--- src/shared/bspf_params.svh ---
`ifndef BSPF_PARAMS_SVH
`define BSPF_PARAMS_SVH

// Clock period and strap settling
`define BSPF_CLK_NS 40
`define BSPF_STRAP_SETTLE 2'h2

// Multi-function pin positions of the mode straps
`define BSPF_PIN_RD 8
`define BSPF_PIN_WR 9
`define BSPF_PIN_PSEL 10

// Multi-function pin positions of the boot memory strobes
`define BSPF_PIN_ADDR_HI 8
`define BSPF_PIN_ADDR_LO 9
`define BSPF_PIN_MEM_RD_N 10

// Boot memory access time and read wait derived from it
`define BSPF_MEM_READ_NS 200
`define BSPF_MEM_CYC ((`BSPF_MEM_READ_NS + `BSPF_CLK_NS - 1) / `BSPF_CLK_NS)
// Extra cycles: output register plus two synchroniser stages
`define BSPF_READ_WAIT (`BSPF_MEM_CYC + 3)

// Length of the self-loaded boot image in bytes
`define BSPF_BOOT_BYTES 16'h0400

// Reset values
`define BSPF_PINS_HIZ 12'hfff
`define BSPF_ADDR_RESET 16'h0000

`endif

--- src/shared/bspf_pkg.sv ---
package bspf_pkg;

   // Host communication mode chosen by the straps
   typedef enum logic [1:0] {
      BSPF_HOST_PAR_M,
      BSPF_HOST_PAR_I,
      BSPF_HOST_I2C,
      BSPF_HOST_SPI
   } bspf_host_mode_t;

endpackage : bspf_pkg

--- src/bspf_pin_select.sv ---
// Function
// - The core clock comes from the PLL when the clock source select is low, else from the external clock.
// - Running from the external clock slows the core, so a reduced feature flag is raised.
// - The external memory interface exists only when a serial host mode is selected.
// - In serial modes the autoboot select level on the shared interrupt pin is sampled at reset release.
// - With autoboot select low the block fetches its own code over the address/data bus.
// - Once running, the shared pin is an open-drain active-low request while a message is pending.
// - In parallel modes the twelve multi-function pins carry the byte-wide host port.
// - In serial modes those pins serve the memory interface or firmware special use.
// - After reset all multi-function pins are high-impedance inputs.
// - Levels on certain multi-function pins at reset release choose the host mode.
// - In the two-wire serial mode the control data line is driven open drain.
// - Read, write and style straps decode 111 and 110 to parallel, 01x to two-wire, 10x to SPI.
// - With the external clock the core runs at a quarter rate until boot ends, then full rate.
`timescale 1ns/1ns
`include "bspf_params.svh"
module bspf_pin_select (
   input wire logic clk, // Core clock, 25 MHz
   input wire logic rst, // Async reset, active high
   input wire logic clock_source_select, // Strap: high selects external clock
   input wire logic ext_clock_in, // External clock pin level
   input wire logic [11:0] mf_pin_in, // Multi-function pin levels
   output logic [11:0] mf_pin_out, // Multi-function pin drive values
   output logic [11:0] mf_pin_oe_n, // Low while driving the pin
   input wire logic host_irq_n_in, // Shared pin level, autoboot select at reset
   output logic host_irq_n_out, // Shared pin drive value
   output logic host_irq_n_oe_n, // Low while pulling the pin low
   input wire logic serial_ctrl_data_io_in, // Serial data line level
   output logic serial_ctrl_data_io_out, // Serial data drive value
   output logic serial_ctrl_data_io_oe_n, // Low while driving the data line
   input wire logic ser_tx_bit, // Serial engine output bit
   input wire logic ser_tx_en, // Serial engine wants the line
   output logic ser_rx_bit, // Synchronised serial data level
   input wire logic code_loaded, // Host download finished
   input wire logic msg_pending, // Outgoing message waiting
   input wire logic [7:0] par_out, // Parallel port read data
   input wire logic par_drive, // Parallel port drives data pins
   input wire logic fw_gpio_en, // Firmware owns the pins in serial mode
   input wire logic [11:0] fw_gpio_out, // Firmware pin values
   input wire logic [11:0] fw_gpio_drive, // Firmware pin drive enables
   output logic [11:0] mf_pin_rx, // Synchronised pin levels
   output bspf_pkg::bspf_host_mode_t host_mode, // Latched host mode
   output logic autoboot_active, // Self-load in progress
   output logic boot_done, // Code loaded and running
   output logic ext_mem_enabled, // Memory interface available
   output logic parallel_port_enabled, // Pins carry host port
   output logic core_clk_from_ext, // Core clocked from external pin
   output logic core_clk_div4, // Quarter-rate core clock in force
   output logic reduced_features, // Slow core, some features absent
   output logic dsp_core_clock, // Core clock tick pulse
   output logic [7:0] boot_data, // Byte fetched during autoboot
   output logic boot_data_valid // Fetched byte pulse
);

   typedef enum logic [1:0] {ST_SETTLE, ST_HOST_LOAD, ST_AUTOBOOT, ST_RUN} bspf_boot_t;

   // Strap decode, shared by the latch and its check
   function automatic bspf_pkg::bspf_host_mode_t decode_mode(input logic rd,
                                                             input logic wr,
                                                             input logic psel);
      if (rd && wr) begin
         decode_mode = psel ? bspf_pkg::BSPF_HOST_PAR_M : bspf_pkg::BSPF_HOST_PAR_I;
      end else if (!rd && wr) begin
         decode_mode = bspf_pkg::BSPF_HOST_I2C;
      end else begin
         decode_mode = bspf_pkg::BSPF_HOST_SPI;
      end
   endfunction : decode_mode

   ////////////////////////////////////////////////////////////////////////////////
   // Input synchronisers

   logic [11:0] mf_s;
   logic ext_clk_s;
   logic clk_sel_s;
   logic irq_s;
   logic sd_s;

   bspf_sync #(.W(16)) u_sync (
      .clk(clk),
      .rst(rst),
      .d({ext_clock_in, clock_source_select, host_irq_n_in, serial_ctrl_data_io_in,
          mf_pin_in}),
      .q({ext_clk_s, clk_sel_s, irq_s, sd_s, mf_s})
   );

   ////////////////////////////////////////////////////////////////////////////////
   // Boot sequencing and strap latch

   bspf_boot_t state_q, state_d;
   logic [1:0] settle_q;
   bspf_pkg::bspf_host_mode_t mode_q;
   logic ext_clk_q;
   logic ext_mem_q;
   logic par_q;
   logic fetch_start_q;
   logic boot_done_q;
   logic f_done;

   // Capture once the synchronisers hold post-reset levels
   wire capture = (state_q == ST_SETTLE) && (settle_q == `BSPF_STRAP_SETTLE);
   wire bspf_pkg::bspf_host_mode_t mode_dec = decode_mode(mf_s[`BSPF_PIN_RD],
                                                           mf_s[`BSPF_PIN_WR],
                                                           mf_s[`BSPF_PIN_PSEL]);
   wire serial_dec = (mode_dec == bspf_pkg::BSPF_HOST_I2C) ||
                     (mode_dec == bspf_pkg::BSPF_HOST_SPI);
   wire autoboot_dec = serial_dec && !irq_s;
   wire serial = (mode_q == bspf_pkg::BSPF_HOST_I2C) || (mode_q == bspf_pkg::BSPF_HOST_SPI);
   wire i2c = (mode_q == bspf_pkg::BSPF_HOST_I2C);
   wire running = (state_q == ST_RUN);
   wire in_autoboot = (state_q == ST_AUTOBOOT);
   wire ctrl_live = (state_q != ST_SETTLE);

   // Host download waits on the host; autoboot waits on the fetcher
   always_comb begin
      state_d = state_q;
      case (state_q)
         ST_SETTLE: if (capture) state_d = autoboot_dec ? ST_AUTOBOOT : ST_HOST_LOAD;
         ST_HOST_LOAD: if (code_loaded) state_d = ST_RUN;
         ST_AUTOBOOT: if (f_done) state_d = ST_RUN;
         default: state_d = state_q;
      endcase
   end

   // Straps are written only at capture, so later pin changes are ignored
   always_ff @(posedge clk or posedge rst) begin
      if (rst) begin
         state_q <= ST_SETTLE;
         settle_q <= 2'h0;
         mode_q <= bspf_pkg::BSPF_HOST_SPI;
         ext_clk_q <= 1'b0;
         ext_mem_q <= 1'b0;
         par_q <= 1'b0;
         fetch_start_q <= 1'b0;
         boot_done_q <= 1'b0;
      end else begin
         state_q <= state_d;
         settle_q <= (state_q == ST_SETTLE) ? settle_q + 2'h1 : settle_q;
         fetch_start_q <= capture && autoboot_dec;
         boot_done_q <= (state_d == ST_RUN);
         if (capture) begin
            mode_q <= mode_dec;
            ext_clk_q <= clk_sel_s;
            ext_mem_q <= serial_dec;
            par_q <= !serial_dec;
         end
      end
   end

   ////////////////////////////////////////////////////////////////////////////////
   // Self-loading fetch over the address/data bus

   logic [7:0] f_bus;
   logic f_drive;
   logic f_hi_stb;
   logic f_lo_stb;
   logic f_rd_n;

   bspf_boot_fetch u_fetch (
      .clk(clk),
      .rst(rst),
      .start(fetch_start_q),
      .bus_in(mf_s[7:0]),
      .bus_out(f_bus),
      .bus_drive(f_drive),
      .addr_hi_stb(f_hi_stb),
      .addr_lo_stb(f_lo_stb),
      .mem_rd_n(f_rd_n),
      .load_data(boot_data),
      .load_valid(boot_data_valid),
      .done(f_done)
   );

   ////////////////////////////////////////////////////////////////////////////////
   // Core clock selection and rate

   logic ext_prev_q;
   logic [1:0] div_q;
   logic tick_q;
   logic div4_q;

   wire ext_rise = ext_clk_s && !ext_prev_q;
   // Quarter rate before boot ends, every external edge after
   wire ext_tick = ext_rise && (boot_done_q || (div_q == 2'h3));
   // PLL path is modelled as a tick on every core cycle outside ST_SETTLE
   wire tick_d = ext_clk_q ? ext_tick : ctrl_live;

   always_ff @(posedge clk or posedge rst) begin
      if (rst) begin
         ext_prev_q <= 1'b0;
         div_q <= 2'h0;
         tick_q <= 1'b0;
         div4_q <= 1'b0;
      end else begin
         ext_prev_q <= ext_clk_s;
         div_q <= ext_rise ? div_q + 2'h1 : div_q;
         tick_q <= tick_d;
         div4_q <= ext_clk_q && !boot_done_q;
      end
   end

   ////////////////////////////////////////////////////////////////////////////////
   // Pin ownership

   // Hi-Z until the mode is known; autoboot owns the bus while loading
   wire par_live = ctrl_live && !serial;
   wire [11:0] mf_out_d = in_autoboot ? {1'b0, f_rd_n, f_lo_stb, f_hi_stb, f_bus} :
                          par_live ? {4'h0, par_out} : fw_gpio_out;
   wire [11:0] mf_oe_n_d = in_autoboot ? {4'h8, {8{!f_drive}}} :
                           par_live ? {4'hf, {8{!par_drive}}} :
                           (running && fw_gpio_en) ? ~fw_gpio_drive :
                           `BSPF_PINS_HIZ;
   // Two-wire mode only ever pulls low; SPI drives both levels
   wire sd_out_d = i2c ? 1'b0 : ser_tx_bit;
   wire sd_oe_n_d = !(ctrl_live && serial) ? 1'b1 :
                    i2c ? !(ser_tx_en && !ser_tx_bit) : !ser_tx_en;
   // Strap pin turns into the message request only after boot
   wire irq_oe_n_d = !(running && msg_pending);

   logic [11:0] mf_out_q;
   logic [11:0] mf_oe_n_q;
   logic sd_out_q;
   logic sd_oe_n_q;
   logic irq_oe_n_q;

   always_ff @(posedge clk or posedge rst) begin
      if (rst) begin
         mf_out_q <= 12'h000;
         mf_oe_n_q <= `BSPF_PINS_HIZ;
         sd_out_q <= 1'b0;
         sd_oe_n_q <= 1'b1;
         irq_oe_n_q <= 1'b1;
      end else begin
         mf_out_q <= mf_out_d;
         mf_oe_n_q <= mf_oe_n_d;
         sd_out_q <= sd_out_d;
         sd_oe_n_q <= sd_oe_n_d;
         irq_oe_n_q <= irq_oe_n_d;
      end
   end

   // Outputs
   assign mf_pin_out = mf_out_q;
   assign mf_pin_oe_n = mf_oe_n_q;
   assign mf_pin_rx = mf_s;
   assign host_irq_n_out = 1'b0;
   assign host_irq_n_oe_n = irq_oe_n_q;
   assign serial_ctrl_data_io_out = sd_out_q;
   assign serial_ctrl_data_io_oe_n = sd_oe_n_q;
   assign ser_rx_bit = sd_s;
   assign host_mode = mode_q;
   assign autoboot_active = in_autoboot;
   assign boot_done = boot_done_q;
   assign ext_mem_enabled = ext_mem_q;
   assign parallel_port_enabled = par_q;
   assign core_clk_from_ext = ext_clk_q;
   assign core_clk_div4 = div4_q;
   assign reduced_features = ext_clk_q;
   assign dsp_core_clock = tick_q;
endmodule : bspf_pin_select

--- src/bspf_sync.sv ---
`timescale 1ns/1ns
module bspf_sync #(
   parameter int W = 1
) (
   input wire logic clk, // Core clock
   input wire logic rst, // Async reset, active high
   input wire logic [W-1:0] d, // Asynchronous levels
   output logic [W-1:0] q // Synchronised levels
);

   // Two stages per bit; the first stage feeds only the second
   generate
      for (genvar i = 0; i < W; i++) begin : g_bit
         logic meta_q;
         logic sync_q;
         always_ff @(posedge clk or posedge rst) begin
            if (rst) begin
               meta_q <= 1'b0;
               sync_q <= 1'b0;
            end else begin
               meta_q <= d[i];
               sync_q <= meta_q;
            end
         end
         assign q[i] = sync_q;
      end
   endgenerate

endmodule : bspf_sync

--- src/bspf_boot_fetch.sv ---
`timescale 1ns/1ns
`include "bspf_params.svh"
module bspf_boot_fetch (
   input wire logic clk, // Core clock
   input wire logic rst, // Async reset, active high
   input wire logic start, // One-cycle start pulse
   input wire logic [7:0] bus_in, // Synchronised memory data
   output logic [7:0] bus_out, // Address byte to drive
   output logic bus_drive, // Drive the address/data bus
   output logic addr_hi_stb, // High address byte strobe
   output logic addr_lo_stb, // Low address byte strobe
   output logic mem_rd_n, // Memory read strobe, active low
   output logic [7:0] load_data, // Byte read from memory
   output logic load_valid, // Byte valid pulse
   output logic done // Whole image loaded
);

   typedef enum logic [2:0] {F_IDLE, F_ADDR_HI, F_ADDR_LO, F_READ, F_DONE} bspf_fetch_t;

   localparam logic [3:0] READ_LAST = 4'(`BSPF_READ_WAIT - 1);
   localparam logic [15:0] ADDR_LAST = 16'(`BSPF_BOOT_BYTES - 16'h0001);

   bspf_fetch_t state_q, state_d;
   logic [15:0] addr_q;
   logic [3:0] wait_q;
   logic [7:0] data_q;
   logic valid_q;

   wire read_end = (state_q == F_READ) && (wait_q == READ_LAST);
   wire last_byte = (addr_q == ADDR_LAST);

   // Bus phase outputs; the caller registers them onto the pins
   assign bus_out = (state_q == F_ADDR_HI) ? addr_q[15:8] : addr_q[7:0];
   assign bus_drive = (state_q == F_ADDR_HI) || (state_q == F_ADDR_LO);
   assign addr_hi_stb = (state_q == F_ADDR_HI);
   assign addr_lo_stb = (state_q == F_ADDR_LO);
   assign mem_rd_n = !(state_q == F_READ);
   assign load_data = data_q;
   assign load_valid = valid_q;
   assign done = (state_q == F_DONE);

   // Address, read, next address until the image is in
   always_comb begin
      state_d = state_q;
      case (state_q)
         F_IDLE: if (start) state_d = F_ADDR_HI;
         F_ADDR_HI: state_d = F_ADDR_LO;
         F_ADDR_LO: state_d = F_READ;
         F_READ: if (read_end) state_d = last_byte ? F_DONE : F_ADDR_HI;
         default: state_d = state_q;
      endcase
   end

   // Wait counter covers pin register, memory access and synchroniser
   always_ff @(posedge clk or posedge rst) begin
      if (rst) begin
         state_q <= F_IDLE;
         addr_q <= `BSPF_ADDR_RESET;
         wait_q <= 4'h0;
         data_q <= 8'h00;
         valid_q <= 1'b0;
      end else begin
         state_q <= state_d;
         wait_q <= (state_q == F_READ && !read_end) ? wait_q + 4'h1 : 4'h0;
         valid_q <= read_end;
         if (read_end) begin
            data_q <= bus_in;
            addr_q <= addr_q + 16'h0001;
         end
      end
   end

endmodule : bspf_boot_fetch

--- config.mk ---
export PLATFORM = sky130hd
export DESIGN_NAME = bspf_pin_select
export DESIGN_NICKNAME = d
export VERILOG_FILES = /design/src/shared/bspf_pkg.sv /design/src/bspf_pin_select.sv /design/src/bspf_sync.sv /design/src/bspf_boot_fetch.sv
export VERILOG_INCLUDE_DIRS = /design/src /design/src/shared
export SDC_FILE = /design/constraint.sdc
export NUM_CORES = 1
export LEC_CHECK = 0
export BUFFER_PORTS_ARGS = -buffer_cell sky130_fd_sc_hd__buf_2
export CORE_MARGIN = 5
export CORE_UTILIZATION = 31
export CTS_CLUSTER_DIAMETER = 120
export DETAILED_ROUTE_END_ITERATION = 8
export PLACE_DENSITY = 0.64
export RECOVER_POWER = 25
export SETUP_SLACK_MARGIN = 0.15
export SYNTH_ARGS = -nofsm -noshare
export SYNTH_HDL_FRONTEND = slang
export SYNTH_HIERARCHICAL = 1
export SYNTH_SLANG_ARGS = --single-unit
--- constraint.sdc ---
create_clock -name clk -period 1.4 [get_ports clk]
set_input_delay 0.21 -clock clk [delete_from_list [all_inputs] [get_ports clk]]
set_output_delay 0.21 -clock clk [all_outputs]
set_load 0.1 [all_outputs]
==> flow_summary.yaml, run 1 <==
min_path:
  hp-class: "input port to flop"
  holdPathEnd: "host_irq_n_oe_n$_DFF_PP1_"
  hold_depth: 2
  min_from: "msg_pending"
cts:
  insertion_delay_ns: 0.35
  cts_buffers: 9
  clockBufferDepth: 2
  clockRootBuffer: "clkbuf_16"
  tritoncts: "yes"
  cts.sinks: 107
  htreeDepth: 3
  cts.clk_slew.worst_paths_ns: 0.07
drt:
  post-route-drc-count: 0
  antenna_left: 0
  wire_per_inst_um: 15.0
  drt-total-wl_mm: 10.5
  vias_per_cell: 4.46
  drt_iter0_markers: 105
  dr.pass1.iters: 4
  vias: 3139
synth:
  synth-compound-area-share_pct: 7.01
  synth_top_family_by_area: "simple AND/OR/NAND/NOR gates"
  synthCells: 340
  synth_edf_count: 0
  synth_ff_type: "dfrtp_1"
  synthAdderAreaFrac_pct: 1.15
  synthXorXnorAreaFrac_pct: 3.84
  synthMuxAreaShare_pct: 7.47
  yosysSeqAreaShare_pct: 62.2
  synth-simple-area-share_pct: 12.6
  synth_async_sr_flop_share_pct: 100
  syn-num-nets: 400
  synth_seq_cells: 107
  synth_area_um2: 4340
  syn_area_per_cell_um2: 12.8
  yosys.cell_types.count: 45
  synth_warnings: 6
finish:
  layout.cells.most_common: "dfrtp_1"
  drive_above_1_share_pct: 54.6
  layout_common_cells: "dfrtp_1, buf_4, buf_2"
  area.growth.synth_to_final_pct: 58.4
  seq_area_um2: 2710
  multi_input_area_um2: 1760
  nFillCells: 1176
  insertedDiodeCount: 0
  final_cells: 704
  nets: 579
setup_path:
  cp.required_ns: 1.66
  cp_data_arrival_time_ns: 1.82
  crit_buf_inv: 2
  cp_max_fo: 6
  ff2ff_setup_slack_ns: -0.16
  crit_family: "simple AND/OR/NAND/NOR gates"
  criticalPathCategory: "flop to flop"
  critPathMaxStageDelay_ns: 0.42
  cp-end-kind: "flop"
  path_common_cell: "buf_6"
  startpoint_type: "flop"
  worstPathCellList: "buf_6 -> and3b_4 -> buf_6 -> nand4_4 -> nor4_4 -> xor2_1"
  ff2ff_path_depth: 6
  r2r-end: "u_fetch/addr_q[15]$_DFFE_PP0P_"
  r2r-start: "u_fetch/state_q[1]$_DFFE_PP0P_"
  critPathSlowestCell: "dfrtp_1"
sta:
  hold_viol_final: 0
  relSlewSlack_pct: 57.7
  drv_slew: 0
  setup_violations: 42
  period_share_pct: 112
  skew_ns: 0.0116
  worstMarginPinSlew_ns: 0.634
  rsz0062_at_grt: "yes"
  setup_ws_ns: -0.162
  layout_min_cycle_time_ns: 1.56
  fmax_ghz: 0.640
floorplan:
  rows: 43
  coreArea_um2: 13800
  io_pins: 116
  start_util_pct: 31.5
  die_width_um: 128
  die_h_um: 128
  dieArea_um2: 16500
pwr:
  power_density_nw_per_um2: 908
  total_leakage_power_uw: 0.00323
  finalPower_uw: 6240
  ir_worst_vdd_mv: 1.08
grt:
  antenna_found_initial: 0
  first_global_vias: 3279
  grt_max_degree: 33
  track_usage_pct: 12.6
  grt_pass1_wl_mm: 16.4
  grt.overflow.total: 0
run:
  maxCapViolCount: 0
placement:
  routabilityCongestion: 0.764
  hpwl_mm: 7.43
  numPortBuffers: 114
  dpl.cell_count: 647
outcome:
  failed_checks: "negative setup slack"
  outcome: "finished, violations left"
==> area by class of cell <==
cell class,count,share of cell area [%]
clock buffer,11,3.53
clock inverter,5,0.892
multi-input combinational,194,25.6
timing repair buffer,198,26.8
tap,180,3.28
sequential,107,39.4
inverter,9,0.528
==> registers in the layout (all words and copies together), names as in the netlist, 2 cells and up <==
signal,count
mf_pin_oe_n,12
state_q,2
u_sync/g_bit.sync_q,16
settle_q,2
mf_pin_out,12
u_sync/g_bit.meta_q,16
u_fetch/wait_q,4
u_fetch/load_data,8
div_q,2
host_mode,2
u_fetch/state_q,3
u_fetch/addr_q,16
==> where the power goes <==
part | switching (uW) | leakage [uW] | total [uW] | internal (uW)
combinational | 298 | 0.00175 | 484 | 186
sequential | 42.0 | 0.00133 | 3210 | 3170
clock | 1100 | 0.000138 | 2540 | 1440
==> worst max path at each step <==
stage / start / endpoint / depth (start not counted)
after global routing: u_fetch/state_q[1]$_DFFE_PP0P_ / u_fetch/addr_q[15]$_DFFE_PP0P_ / 6
after CTS: u_fetch/state_q[2]$_DFFE_PP0P_ / mf_pin_out[3]$_DFF_PP0_ / 5
final: u_fetch/state_q[1]$_DFFE_PP0P_ / u_fetch/addr_q[15]$_DFFE_PP0P_ / 6
after detailed placement: u_fetch/state_q[1]$_DFFE_PP0P_ / mf_pin_out[4]$_DFF_PP0_ / 5
after floorplan: host_mode[1]$_DFFE_PP1N_ / mf_pin_oe_n[2]$_DFF_PP1_ / 5
after global placement: u_fetch/addr_q[10]$_DFFE_PP0P_ / u_fetch/state_q[0]$_DFFE_PP0P_ / 4
==> cell families (layout without fill, tap and decap cells) <==
kind of cell	count (synthesis)	count (layout)
adders and majority gates	4	4
xor gates and xnor gates	19	19
buffers and inverters	39	223
and+or+nand+nor	92	92
DFF	107	107
muxes	30	30
AOI/OAI and AO/OA	48	48
other	1	1
==> cells in the mapped netlist, types with 2 or more instances <==
cell / number / share of area (%)
buf_4: 18 / 3.1
dfstp_2: 16 / 9.7
nand2_1: 21 / 1.8
buf_2: 11 / 1.3
a21o_1: 9 / 1.6
ha_1: 4 / 1.2
nor2_1: 15 / 1.3
o21ai_0: 8 / 0.92
nand3_1: 10 / 1.2
and3_1: 3 / 0.43
a21boi_0: 2 / 0.35
a211oi_1: 8 / 1.4
dfrtp_1: 91 / 53
or2_2: 2 / 0.29
nor4_2: 2 / 0.58
mux2_2: 18 / 4.7
nor2b_1: 11 / 1.6
nor3b_1: 2 / 0.35
and2_1: 2 / 0.29
nand2b_1: 2 / 0.29
and4_1: 4 / 0.81
xnor2_1: 9 / 1.8
nand4_1: 5 / 0.72
inv_1: 8 / 0.69
mux2i_1: 11 / 2.5
xor2_1: 10 / 2.0
nor3_1: 3 / 0.35
nand3b_1: 2 / 0.35
a21oi_1: 16 / 1.8
a31oi_1: 2 / 0.29
==> stage by stage <==
step | setup WS [ns] | hold slack [ns] | util (%) | cell area [um^2] | TNS, ns
floorplan | -0.152 | 0.241 | - | 4510 | -2.81
global placement | -0.115 | 0.210 | 41.4 | 5700 | -1.78
detailed placement | -0.153 | 0.219 | 41.4 | 5700 | -3.11
CTS | -0.143 | 0.00338 | 47.5 | 6550 | -2.82
global route | -0.242 | 0.0195 | 49.9 | 6870 | -7.01
finish | -0.162 | 0.0218 | 49.9 | 6870 | -3.87
==> layer usage <==
layer	track usage [%]	vias up	routed length [um]
met5	0	-	0
met1	14.7	1533	4260
met4	3.81	0	116
met2	20.9	92	5270
li1	-	1505	-
met3	5.29	9	879
==> timing repair <==
action	4_1_cts	5_1_grt
hold buffers	21	0
resized for setup	82	59
pin swaps	20	16
hold endpoints to repair	73	0
cloned	1	0
setup buffers	8	11
endpoints found under the setup margin	110	92
(Power assumes the default switching activity.)
==> run 2, diff against run 1 <==
--- a/config.mk
+++ b/config.mk
@@ -6,15 +6,16 @@
 export SDC_FILE = /design/constraint.sdc
 export NUM_CORES = 1
 export LEC_CHECK = 0
-export BUFFER_PORTS_ARGS = -buffer_cell sky130_fd_sc_hd__buf_2
 export CORE_MARGIN = 5
 export CORE_UTILIZATION = 31
 export CTS_CLUSTER_DIAMETER = 120
 export DETAILED_ROUTE_END_ITERATION = 8
-export PLACE_DENSITY = 0.64
+export DONT_BUFFER_PORTS = 1
+export PLACE_DENSITY = 0.56
 export RECOVER_POWER = 25
 export SETUP_SLACK_MARGIN = 0.15
 export SYNTH_ARGS = -nofsm -noshare
 export SYNTH_HDL_FRONTEND = slang
 export SYNTH_HIERARCHICAL = 1
 export SYNTH_SLANG_ARGS = --single-unit
+export TNS_END_PERCENT = 5
==> flow_summary.yaml, run 2 (synthesis gave the netlist of run 1 again) <==
pwr:
  power_density_nw_per_um2: 995
  finalPower_uw: 6280
  total_leakage_power_uw: 0.00289
  ir_worst_vdd_mv: 0.949
placement:
  routabilityCongestion: 0.855
  pre_cts_slack_ns: -0.216
  dpl.cell_count: 581
  place_area_um2: 5330
  numPortBuffers: 0
  hpwl_mm: 7.05
setup_path:
  critPathSlowestCell: "dfrtp_1"
  criticalPathCategory: "flop to flop"
  r2r-start: "u_fetch/wait_q[0]$_DFF_PP0_"
  crit_family: "simple AND/OR/NAND/NOR gates"
  startpoint_type: "flop"
  r2r-end: "u_fetch/load_data[2]$_DFFE_PP0P_"
  ff2ff_path_depth: 5
  cp-end-kind: "flop"
  critPathMaxStageDelay_ns: 0.38
  cp_max_fo: 9
  cp.required_ns: 1.64
  cp_data_arrival_time_ns: 1.79
  ff2ff_setup_slack_ns: -0.15
  crit_buf_inv: 1
  worstPathCellList: "ha_2 -> nand3b_1 -> nor2_8 -> buf_12 -> mux2_4"
grt:
  antenna_found_initial: 0
  grt_max_degree: 35
  grt.overflow.total: 0
  track_usage_pct: 12.3
  first_global_vias: 3030
  grt_pass1_wl_mm: 15.7
cts:
  clockBufferDepth: 2
  cts.sinks: 107
  clockRootBuffer: "clkbuf_16"
  insertion_delay_ns: 0.35
  tritoncts: "yes"
  cts.clk_slew.worst_paths_ns: 0.07
  cts_buffers: 9
  htreeDepth: 3
finish:
  layout.cells.most_common: "dfrtp_1"
  nFillCells: 1246
  reg_top3: "u_fetch/addr_q (16), u_sync/g_bit.meta_q (16), u_sync/g_bit.sync_q (16)"
  seq_area_um2: 2750
  fin_area_um2: 6310
  multi_input_area_um2: 1620
  nets: 504
  area.growth.synth_to_final_pct: 45.5
  insertedDiodeCount: 0
  drive_above_1_share_pct: 42.1
  layout_common_cells: "dfrtp_1, buf_4, buf_12"
  final_cells: 629
floorplan:
  io_pins: 116
  die_width_um: 128
  rows: 43
  die_h_um: 128
  coreArea_um2: 13800
  dieArea_um2: 16500
  start_util_pct: 31.5
drt:
  post-route-drc-count: 0
  vias: 2865
  vias_per_cell: 4.55
  drt-total-wl_mm: 9.85
  drt_iter0_markers: 76
  wire_per_inst_um: 15.7
  dr.pass1.iters: 4
  antenna_left: 0
min_path:
  holdPathEnd: "mf_pin_out[8]$_DFF_PP0_"
  min_from: "fw_gpio_out[8]"
  hp-class: "input port to flop"
  hold_depth: 2
sta:
  skew_ns: 0.00482
  hold_viol_final: 0
  worstMarginPinSlew_ns: 0.602
  drv_slew: 0
  rsz0062_at_grt: "yes"
  fmax_ghz: 0.644
  setup_ws_ns: -0.153
  setup_violations: 41
  relSlewSlack_pct: 59.9
  layout_min_cycle_time_ns: 1.55
  period_share_pct: 111
outcome:
  failed_checks: "negative setup slack"
  outcome: "finished, violations left"
run:
  maxCapViolCount: 0
run 2: what timing repair did:
action                                 CTS  global route
setup endpoints to repair               74            81
endpoints found under the hold margin  118             0
setup buffers                            3             2
hold buffers                            26             0
resized for setup                       66            26
cloned                                   1             0
pin swaps                               21            15
run 2: how the worst max path moves through the flow:
stage / start / endpoint / cells past startpoint
5_1_grt: u_fetch/wait_q[0]$_DFF_PP0_ / u_fetch/addr_q[15]$_DFFE_PP0P_ / 6
6_report: u_fetch/wait_q[0]$_DFF_PP0_ / u_fetch/load_data[2]$_DFFE_PP0P_ / 5
3_5_place_dp: u_fetch/addr_q[10]$_DFFE_PP0P_ / u_fetch/state_q[2]$_DFFE_PP0P_ / 5
4_1_cts: u_fetch/state_q[0]$_DFFE_PP0P_ / mf_pin_oe_n[7]$_DFF_PP1_ / 7
3_3_place_gp: u_fetch/addr_q[10]$_DFFE_PP0P_ / u_fetch/state_q[0]$_DFFE_PP0P_ / 4
2_1_floorplan: host_mode[1]$_DFFE_PP1N_ / mf_pin_oe_n[2]$_DFF_PP1_ / 5
run 2: per-layer routing:
layer	GRT usage [%]	share of wire [%]	vias to the layer above
li1	-	-	1357
met1	16.3	44	1381
met2	18.3	45	108
met3	5.71	9.1	19
met4	3.31	1.8	0
met5	0	0	-
run 2: area by class of cell:
| cell class | instances | area share (%) |
|---|---|---|
| tap | 180 | 3.57 |
| clock inverter | 6 | 1.15 |
| timing repair buffer | 123 | 21.7 |
| clock buffer | 10 | 3.79 |
| inverter | 9 | 0.575 |
| multi-input combinational | 194 | 25.7 |
| sequential | 107 | 43.5 |
run 2: through the flow:
stage / utilization, % / hold slack, ns / TNS, ns
final: 45.8 / 0.0183 / -3.31
after global routing: 45.8 / 0.0142 / -6.27
after CTS: 45.0 / 0.00588 / -4.63
after detailed placement: 38.7 / 0.0390 / -5.50
after global placement: 38.7 / 0.0331 / -3.87
after floorplan: - / 0.241 / -3.09
run 2: power breakdown:
group | leakage, uW | switching [uW] | internal, uW
clock | 0.000150 | 1170 | 1460
combinational | 0.00140 | 271 | 161
sequential | 0.00134 | 46.4 | 3170
